**src/design/stm_params.svh**
```systemverilog
// Purpose: Offsets, counter limit and reset values of the standard timer
// Assumes: Byte-wide registers, each on its own 32-bit Wishbone word
// Notes: Definitions only
`ifndef STM_PARAMS_SVH
`define STM_PARAMS_SVH

`define STM_ADDR_W 4
`define STM_OFF_CTRL0 4'h0
`define STM_OFF_CTRL1 4'h4
`define STM_OFF_CNT_LOW 4'h8
`define STM_OFF_CNT_HIGH 4'hc
`define STM_OFF_CMPA_LOW 4'h0
`define STM_OFF_CMPA_HIGH 4'h4
`define STM_OFF_FLAGS 4'h8
`define STM_OFF_TICK 4'hc

`define STM_CTRL0_RESET 8'h00
`define STM_CTRL1_RESET 8'h00
`define STM_CNT_MAX 10'h3ff

`endif

```
**src/design/stm_pkg.sv**
```systemverilog
// Purpose: Types shared by the standard timer
// Assumes: Nothing beyond the parameter header
// Notes: Holds types only
package stm_pkg;

  typedef enum logic [1:0] {
    STM_MODE_CMP = 2'h0,
    STM_MODE_CAP = 2'h1,
    STM_MODE_PWM = 2'h2,
    STM_MODE_TMR = 2'h3
  } stm_mode_t;

  typedef struct packed {
    stm_mode_t opmode;
    logic [1:0] out_func;
    logic out_init;
    logic out_inv;
    logic swap;
    logic clr_sel;
  } stm_ctrl1_t;

  typedef struct packed {
    logic run;
    logic [2:0] cmp_p;
  } stm_ctrl0_t;

  typedef struct packed {
    stm_ctrl0_t ctrl0;
    stm_ctrl1_t ctrl1;
    logic [9:0] cmp_a;
    logic [9:0] count;
    logic run_q;
    logic pin;
    logic flag_a;
    logic flag_p;
    logic ack;
    logic [7:0] rdata;
  } stm_state_t;

endpackage

```
**src/design/stm_timer.sv**
```systemverilog
// Purpose: 10-bit standard timer with compare-match, timer and PWM modes
// Assumes: Timer clock enable tick_i is one cycle wide and synchronous to mclk_i
// Notes: Register map on classic Wishbone, one byte per 32-bit word, two pages
//
// Our own choices: the Wishbone interface to the registers and the register offsets.
`timescale 1ns/1ps
`include "stm_params.svh"
`default_nettype none

module stm_timer
  import stm_pkg::*;
(
  input wire logic mclk_i,
  input wire logic nrst_i,
  input wire logic tick_i,
  input wire logic wb_cyc_i,
  input wire logic wb_stb_i,
  input wire logic wb_we_i,
  input wire logic [`STM_ADDR_W-1:0] wb_adr_i,
  input wire logic [3:0] wb_sel_i,
  input wire logic [31:0] wb_dat_i,
  input wire logic wb_page_i,
  output logic [31:0] wb_dat_o,
  output logic wb_ack_o,
  output logic pin_o,
  output logic pin_oe_o,
  output logic flag_a_o,
  output logic flag_p_o
);

  // ----------------------------------------------------------------
  // State
  // ----------------------------------------------------------------
  stm_state_t st;
  stm_state_t next_st;

  logic req;
  logic wr;
  logic [9:0] cnt;
  logic [9:0] cnt_inc;
  logic match_a;
  logic match_p;
  logic clear;
  logic raise_a;
  logic raise_p;
  logic is_pwm;
  logic [10:0] period;
  logic [10:0] duty;
  logic pwm_active;
  logic pwm_level;
  logic run_rise;
  logic [7:0] rd;

  assign req = wb_cyc_i && wb_stb_i && !st.ack;
  assign wr = req && wb_we_i && wb_sel_i[0];
  assign cnt = st.count;
  assign cnt_inc = cnt + 10'h001;
  assign run_rise = st.ctrl0.run && !st.run_q;
  assign is_pwm = (st.ctrl1.opmode == STM_MODE_PWM);

  // ----------------------------------------------------------------
  // Comparators
  // ----------------------------------------------------------------
  always_comb begin
    // Matches fire on the tick that would carry the count onto the compare value,
    // so a clear there gives a period of exactly that many ticks
    // P value seen only against the top three counter bits; P of zero is the overflow
    match_p = (cnt_inc[9:7] == st.ctrl0.cmp_p) && (cnt_inc[6:0] == 7'h00);
    match_a = (cnt_inc == st.cmp_a) && (st.cmp_a != 10'h000);
    // Period and duty in timer ticks; P of zero means a full 1024
    if (!st.ctrl1.swap) begin
      period = (st.ctrl0.cmp_p == 3'h0) ? 11'h400 : {1'b0, st.ctrl0.cmp_p, 7'h00};
      duty = {1'b0, st.cmp_a};
    end else begin
      period = {1'b0, st.cmp_a};
      duty = (st.ctrl0.cmp_p == 3'h0) ? 11'h400 : {1'b0, st.ctrl0.cmp_p, 7'h00};
    end
    if (is_pwm) begin
      clear = st.ctrl1.swap ? match_a : match_p;
      raise_a = match_a;
      raise_p = match_p;
    end else if (st.ctrl1.clr_sel) begin
      clear = match_a;
      raise_a = match_a;
      raise_p = 1'b0;
    end else begin
      clear = match_p || (st.ctrl0.cmp_p == 3'h0 && cnt == `STM_CNT_MAX);
      raise_a = match_a;
      raise_p = match_p || (st.ctrl0.cmp_p == 3'h0 && cnt == `STM_CNT_MAX);
    end
    // Counter value c means c+1 ticks elapsed; active while below duty
    pwm_active = (duty >= period) || ({1'b0, cnt} < duty);
    pwm_level = pwm_active ? st.ctrl1.out_init : !st.ctrl1.out_init;
  end

  // ----------------------------------------------------------------
  // Register read mux
  // ----------------------------------------------------------------
  always_comb begin
    rd = 8'h00;
    if (!wb_page_i) begin
      if (wb_adr_i == `STM_OFF_CTRL0) begin
        rd = {4'h0, st.ctrl0.run, st.ctrl0.cmp_p};
      end else if (wb_adr_i == `STM_OFF_CTRL1) begin
        rd = st.ctrl1;
      end else if (wb_adr_i == `STM_OFF_CNT_LOW) begin
        rd = cnt[7:0];
      end else if (wb_adr_i == `STM_OFF_CNT_HIGH) begin
        rd = {6'h00, cnt[9:8]};
      end
    end else begin
      if (wb_adr_i == `STM_OFF_CMPA_LOW) begin
        rd = st.cmp_a[7:0];
      end else if (wb_adr_i == `STM_OFF_CMPA_HIGH) begin
        rd = {6'h00, st.cmp_a[9:8]};
      end else if (wb_adr_i == `STM_OFF_FLAGS) begin
        rd = {6'h00, st.flag_p, st.flag_a};
      end
    end
  end

  // ----------------------------------------------------------------
  // Next state
  // ----------------------------------------------------------------
  always_comb begin
    next_st = st;
    next_st.ack = req;
    next_st.rdata = req ? rd : 8'h00;
    next_st.run_q = st.ctrl0.run;
    // Software writes
    if (wr && !wb_page_i) begin
      if (wb_adr_i == `STM_OFF_CTRL0) begin
        next_st.ctrl0 = stm_ctrl0_t'(wb_dat_i[3:0]);
      end else if (wb_adr_i == `STM_OFF_CTRL1) begin
        next_st.ctrl1 = stm_ctrl1_t'(wb_dat_i[7:0]);
      end
    end else if (wr && wb_page_i) begin
      if (wb_adr_i == `STM_OFF_CMPA_LOW) begin
        next_st.cmp_a[7:0] = wb_dat_i[7:0];
      end else if (wb_adr_i == `STM_OFF_CMPA_HIGH) begin
        next_st.cmp_a[9:8] = wb_dat_i[1:0];
      end else if (wb_adr_i == `STM_OFF_FLAGS) begin
        // Write one to clear; a set in the same cycle wins below
        next_st.flag_a = st.flag_a && !wb_dat_i[0];
        next_st.flag_p = st.flag_p && !wb_dat_i[1];
      end
    end
    // Counter
    if (run_rise) begin
      next_st.count = 10'h000;
      next_st.pin = st.ctrl1.out_init;
    end else if (st.ctrl0.run && tick_i) begin
      // PWM counting runs whatever the output function is
      next_st.count = clear ? 10'h000 : cnt + 10'h001;
      if (raise_a) begin
        next_st.flag_a = 1'b1;
      end
      if (raise_p) begin
        next_st.flag_p = 1'b1;
      end
      if (raise_a && !is_pwm) begin
        case (st.ctrl1.out_func)
          2'h1: next_st.pin = 1'b0;
          2'h2: next_st.pin = 1'b1;
          2'h3: next_st.pin = !st.pin;
          default: next_st.pin = st.pin;
        endcase
      end
    end
    // Run low leaves count frozen: no branch touches it
    if (is_pwm) begin
      case (st.ctrl1.out_func)
        2'h0: next_st.pin = !st.ctrl1.out_init;
        2'h1: next_st.pin = st.ctrl1.out_init;
        2'h2: next_st.pin = run_rise ? st.ctrl1.out_init : pwm_level;
        default: next_st.pin = run_rise ? st.ctrl1.out_init : st.pin;
      endcase
    end
  end

  always_ff @(posedge mclk_i) begin
    if (!nrst_i) begin
      st <= '0;
    end else begin
      st <= next_st;
    end
  end

  // ----------------------------------------------------------------
  // Outputs
  // ----------------------------------------------------------------
  assign wb_ack_o = st.ack;
  assign wb_dat_o = {24'h000000, st.rdata};
  assign pin_o = st.pin ^ st.ctrl1.out_inv;
  // timer mode and capture mode release the pin
  assign pin_oe_o = (st.ctrl1.opmode == STM_MODE_CMP) || is_pwm;
  assign flag_a_o = st.flag_a;
  assign flag_p_o = st.flag_p;

endmodule

`default_nettype wire

```
**config.mk**
```make
export PLATFORM = sky130hd
export DESIGN_NAME = stm_timer
export DESIGN_NICKNAME = d
export VERILOG_FILES = /design/src/design/stm_pkg.sv /design/src/design/stm_timer.sv
export VERILOG_INCLUDE_DIRS = /design/src /design/src/design
export SDC_FILE = /design/constraint.sdc
export NUM_CORES = 1
export LEC_CHECK = 0
export BUFFER_PORTS_ARGS = -buffer_cell sky130_fd_sc_hd__buf_2
export CORE_MARGIN = 3
export CORE_UTILIZATION = 30
export DETAILED_ROUTE_END_ITERATION = 12
export GPL_TIMING_DRIVEN = 1
export PLACE_DENSITY = 0.48
export SETUP_SLACK_MARGIN = 0.1
export SYNTH_ARGS = -nofsm -noshare
export SYNTH_HDL_FRONTEND = slang
export SYNTH_SLANG_ARGS = --single-unit
```
**constraint.sdc**
```tcl
create_clock -name mclk_i -period 2.9 [get_ports mclk_i]
set_clock_uncertainty 0.05 [all_clocks]
set_input_delay 0.58 -clock mclk_i [delete_from_list [all_inputs] [get_ports mclk_i]]
set_output_delay 0.58 -clock mclk_i [all_outputs]
set_load 0.02 [all_outputs]
```
## After elaboration in Yosys (flattened, before gate mapping)

Index checks and enable logic that the tools add are counted.

- Add/sub/neg operators: 1
- Magnitude comparators: 2
- Equality and inequality tests: 11
- Multiplexer cells: 34
- Bitwise operators: 4
- Reduce and logical (&&, ||, !) cells: 41

Operator list:

| operator | number |
|---|---|
| $mux 8 | 5 |
| $mux 11 | 3 |
| $mux 2 | 9 |
| $logic_and 1x1->1 | 14 |
| $mux 1 | 13 |
| $ge 11x11->1 | 1 |
| $lt 10x11->1 | 1 |
| $add 10x1->10 const B | 1 |
| $eq 10x10->1 | 1 |
| $eq 10x10->1 const B | 1 |
| $mux 10 | 1 |
| $reduce_bool 10->1 | 1 |
| $eq 4x4->1 const B | 2 |
| $logic_not 1->1 | 8 |
| $reduce_and 4->1 | 2 |
| $logic_not 7->1 | 1 |
| $eq 2x2->1 const B | 3 |
| $pmux 1 s3 | 2 |
| $reduce_and 3->1 | 2 |
| $reduce_bool 3->1 | 2 |
| $ne 5x1->1 const B | 1 |
| $reduce_bool 5->1 | 1 |
| $eq 4x3->1 const B | 1 |
| $logic_not 2->1 | 2 |
| other kinds (10) | 15 |

- Register bits after elaboration: 45
- Bits of input ports: 47
- Output and inout port bits: 37
- Logic and storage cells: 110

## Logic depth before layout (Yosys ltp)

- Depth in word-level cells: 11
- Gate-level depth with buffers: 11
- Gate-level depth less buffers: 10

## Worst setup path before layout

No wires, ideal clock.

- Path type: reg2reg
- Start: reg st (netlist bit cnt[0])
- End: reg st (netlist bit cnt[1])
- Library setup time: 117 ps
- Arrival: 2,268 ps
- Data required time: 2,733 ps
- Setup slack: 464 ps
- Cell stages (with the launch flop): 10
- Path buffers: 1
- Clock period less this slack: 2,436 ps
- Cells stage by stage: dfxtp_1 > ha_1 > xor2_1 > a311o_1 > a2111o_1 > nor4_4 > nand3_2 > buf_6 > a32oi_1 > nor2_1

- Longest elaborated chain between the ends: 7
- Elaborated cells on any way between the ends: 13
- Those cells by class: 1 x add/sub; 3 x eq/ne; 4 x mux; 5 x reduce/logical

Ends and longest elaborated chain:

| item | line | RTL |
|---|---|---|
| start, declared | stm_timer.sv:34 | `stm_state_t st;` |
| start signal, assigned | stm_timer.sv:185 | `st <= next_st;` |
| $add 10x1->10 | stm_timer.sv:57, stm_timer.sv:154 |  |
| $logic_not 7->1 / $eq 3x3->1 (equally long branches) | stm_timer.sv:68 | `match_p = (cnt_inc[9:7] == st.ctrl0.cmp_p) && (cnt_inc[6:0] == 7'h00);` |
| $logic_and 1x1->1 | stm_timer.sv:68 |  |
| $logic_or 1x1->1 | stm_timer.sv:87 | `` clear = match_p \|\| (st.ctrl0.cmp_p == 3'h0 && cnt == `STM_CNT_MAX); `` |
| $mux 1 | stm_timer.sv:82 | `end else if (st.ctrl1.clr_sel) begin` |
| $mux 1 | stm_timer.sv:78 | `if (is_pwm) begin` |
| $mux 10 (*) | stm_timer.sv:154 | `next_st.count = clear ? 10'h000 : cnt + 10'h001;` |

Every way passes the cells marked *; elsewhere a longest branch is shown, timed or not.
A chain may end at the register's enable or synchronous reset.

## Worst setup path in the final report

- Start: reg st (netlist bit cnt[0])
- End: reg st (netlist bit cnt[3])

Same word-level chain as after synthesis.

==> flow_summary_export.csv <==
group,metric,value,unit
worst_setup_path,critical_path.reg2reg.endpoint,"cnt[3]",
worst_setup_path,r2r_cells,9,
clocking,cts_htree_levels,2,
yosys,synth_cells,462,
yosys,synthesis.area,0.00357,mm2
yosys,synth_top_area_share,25.3,%
clocking,cts_root_buffer,"clkbuf_16",
flow_run,cap_violations,0,
yosys,yosys_most_used_dff,"dfxtp_1",
floorplanning,ios,84,
clocking,cts_tree,"built",
route,drc,0,
yosys,yosysUniqueCellTypes,66,
worst_setup_path,end_kind,"flop",
worst_setup_path,rr_startpoint,"cnt[0]",
power_and_ir_drop,cell_internal_pwr,0.000966,W
grt,gr-max-usage-layer,"met1",
power_and_ir_drop,ir_worst_vdd,187,uV
clocking,cts_buffer_depth,2,
hold_path,hold_end,"cnt[9]",
sta,hold_violations,0,
yosys,syn_avg_cell_area,7.72,um2
grt,antenna_found_initial,0,
worst_setup_path,crit_arrival,2.77,ns
clocking,clkTransAtPathRegs,0.07,ns
hold_path,hold_start,"cnt[9]",
sta,layout_min_cycle_time,2.64,ns
cells_and_area,synthToLayoutAreaGrowth,11.0,%
placed_design,place_hpwl,8080,um
yosys,synthArstFlopShare,0,%
yosys,yosys.area.top_type,"dfxtp_1",
power_and_ir_drop,p_sw_share,26.0,%
worst_setup_path,path_class,"flop to flop",
power_and_ir_drop,p_sw,0.000340,W
clocking,clk_latency,0.29,ns
yosys,synth-edff-count,0,
worst_setup_path,startpoint_type,"flop",
cells_and_area,mostFrequentLayoutCell,"nand2_1",
placed_design,gp_congestion,0.877,
placed_design,numPortBuffers,32,
worst_setup_path,r2r_slack,0.26,ns
cells_and_area,layout.area.seq,901,um2
floorplanning,start_util,31.0,%
sta,max_freq,379,MHz
worst_setup_path,crit_fanout,13,
route,vias,3374,
sta,relSlewSlack,51.2,%
sta,final.setup.tns,0,ns
route,drt_iter0_markers,196,
sta,worst_slew_pin_slew,0.732,ns
sta,maxSlewViolCount,0,
power_and_ir_drop,p_leak,1.43,nW
power_and_ir_drop,power_frac_comb,7.7,%
route,viasPerCell,5.34,
outcome,status,"complete, no violations",
yosys,ys_warn_count,0,
floorplanning,die_w,115,um
cells_and_area,drive_above_1_share,17.2,%
grt,grt_use_met2,23.9,%
grt,grt_pass1_vias,3063,
route,postRouteAntennaNets,0,
cells_and_area,fin_nets,551,
clocking,cts_buffers,5,
cells_and_area,layout_common_cells,"59 x nand2_1, 45 x dfxtp_1, 32 x buf_2",
power_and_ir_drop,power_density,330,mW/mm2
grt,grt_max_degree,30,
hold_path,min-delay-path-class,"flop to flop",
hold_path,holdPathStages,2,
grt,overflow,0,
worst_setup_path,required,3.03,ns
floorplanning,core_area,0.0115,mm2
route,post_drt_wl_per_cell,16.6,um
cells_and_area,diodes,0,
floorplanning,rows,39,
yosys,synth_area_leaders,"dfxtp_1 25%, buf_4 7.2%, nand2_1 6.2%, ha_1 5.6%, mux2i_1 4.5%",
floorplanning,die_area,0.0132,mm2
grt,met3_usage,2.00,%
sta,setup_viol,0,
route,drtPass1Iterations,5,
grt,grtUsageMet1,24.1,%
sta,fin_crit_sh,90.9,%
route,wirelength,10500,um
power_and_ir_drop,power.share.clock,44.8,%
sta,rsz0062_at_grt,"false",
clocking,clock-sinks,45,
cells_and_area,final_util,34.4,%
yosys,ys_seq_elements,45,
yosys,seq_area_frac_synth,25.3,%
grt,grt_first_pass_wirelength,16700,um
cells_and_area,fillCellCount,1236,
cells_and_area,multiInputGateArea,0.00232,mm2
power_and_ir_drop,power_frac_seq,47.5,%
grt,track_usage,16.1,%
floorplanning,die_h,115,um
==> critical path: stages (launching register included) <==
cell	delay, ns
dfxtp_1	0.32
ha_1	0.35
xor2_1	0.17
a311o_1	0.31
a2111o_1	0.39
nor4_4	0.36
nand3_2	0.10
buf_4	0.19
a41oi_1	0.18
o21ai_0	0.09
==> flip-flops by register name, indices dropped and copies added (netlist names) <==
signal and count:
cnt 10, flag_a_o 1, flag_p_o 1, next_st 1, st 23, wb_ack_o 1
wb_dat_o 8
==> stage by stage <==
| stage | total power [W] | hold slack [ns] | cell area (um2) | instances | setup slack (ns) |
|---|---|---|---|---|---|
| detailed placement | 0.000734 | 0.487 | 3780 | 623 | 0.109 |
| global placement | 0.000734 | 0.487 | 3780 | 623 | 0.191 |
| finish | 0.00131 | 0.500 | 3960 | 632 | 0.263 |
| CTS | 0.00132 | 0.500 | 3930 | 631 | 0.109 |
| floorplan | 0.000727 | 0.437 | 3650 | 485 | 0.464 |
| global route | 0.00136 | 0.534 | 3960 | 632 | 0.105 |
==> timing repair <==
| item | 4_1_cts | 5_1_grt |
|---|---|---|
| resized for setup | 1 | 5 |
| hold endpoints to repair | 0 | 0 |
| setup endpoints to repair | 3 | 11 |
| setup buffers | 0 | 1 |
| pin swaps | 0 | 1 |
| hold buffers | 0 | 0 |
==> cell type report <==
type                            instances  share of cell area [%]
Clock inverter                          2                   0.379
Inverter                               19                    1.80
Tap cell                              143                    4.52
Multi-Input combinational cell        360                    58.5
Clock buffer                            6                    3.25
Sequential cell                        45                    22.7
Timing Repair Buffer                   57                    8.78
==> kinds of logic after synthesis <==
kind of cell / after synthesis / synth area share (%)
buf+inv: 80 / 13.1
fa+ha+maj: 17 / 5.89
simple gates: 195 / 28.3
flops: 45 / 25.3
mux: 17 / 4.81
xor+xnor: 11 / 3.51
compound gates: 96 / 19.0
other cells: 1 / 0.105
==> power groups by stage <==
stage | clock [W] | sequential (W) | combinational [W]
after detailed placement | 0 | 0.000634 | 0.0000995
after global routing | 0.000627 | 0.000620 | 0.000111
final | 0.000585 | 0.000620 | 0.000101
after CTS | 0.000599 | 0.000620 | 0.000100
after global placement | 0 | 0.000634 | 0.0000997
after floorplan | 0 | 0.000634 | 0.0000930
==> cells in the mapped netlist, types with 3 or more instances <==
cell and n:
nor3_1 18, buf_2 7, xnor2_1 5, nand2_1 59, nand3_1 20, a21oi_1 14
nor4_1 5, o21a_1 4, nor2_1 25, or3_1 4, clkbuf_1 16, a22o_1 4
o21ai_0 11, buf_6 4, a22oi_1 5, inv_1 18, mux2i_1 16, a32oi_1 3
nand4_1 14, buf_4 34, a31oi_1 5, and2_1 3, a21boi_0 12, dfxtp_1 45
o211ai_1 10, o22ai_1 6, nor2b_1 25, a21o_1 4, nand2b_1 5, ha_1 16
xor2_1 4
==> worst max path at each step <==
stage / start / endpoint / slack (ns) / depth (start not counted)
after CTS: cnt[0] / cnt[4] / 0.11 / 10
after global placement: cnt[0] / cnt[4] / 0.19 / 9
after floorplan: cnt[0] / cnt[1] / 0.46 / 9
final: cnt[0] / cnt[3] / 0.26 / 9
after detailed placement: cnt[0] / cnt[4] / 0.11 / 9
after global routing: cnt[0] / cnt[0] / 0.10 / 10
==> layer usage <==
metal / wire length [um] / up-vias
met3: 506 / 14
met1: 5240 / 1611
met4: 176 / 0
li1: - / 1642
met2: 4560 / 107
met5: 0 / -
Note: power is estimated with default switching activity, not from simulation.
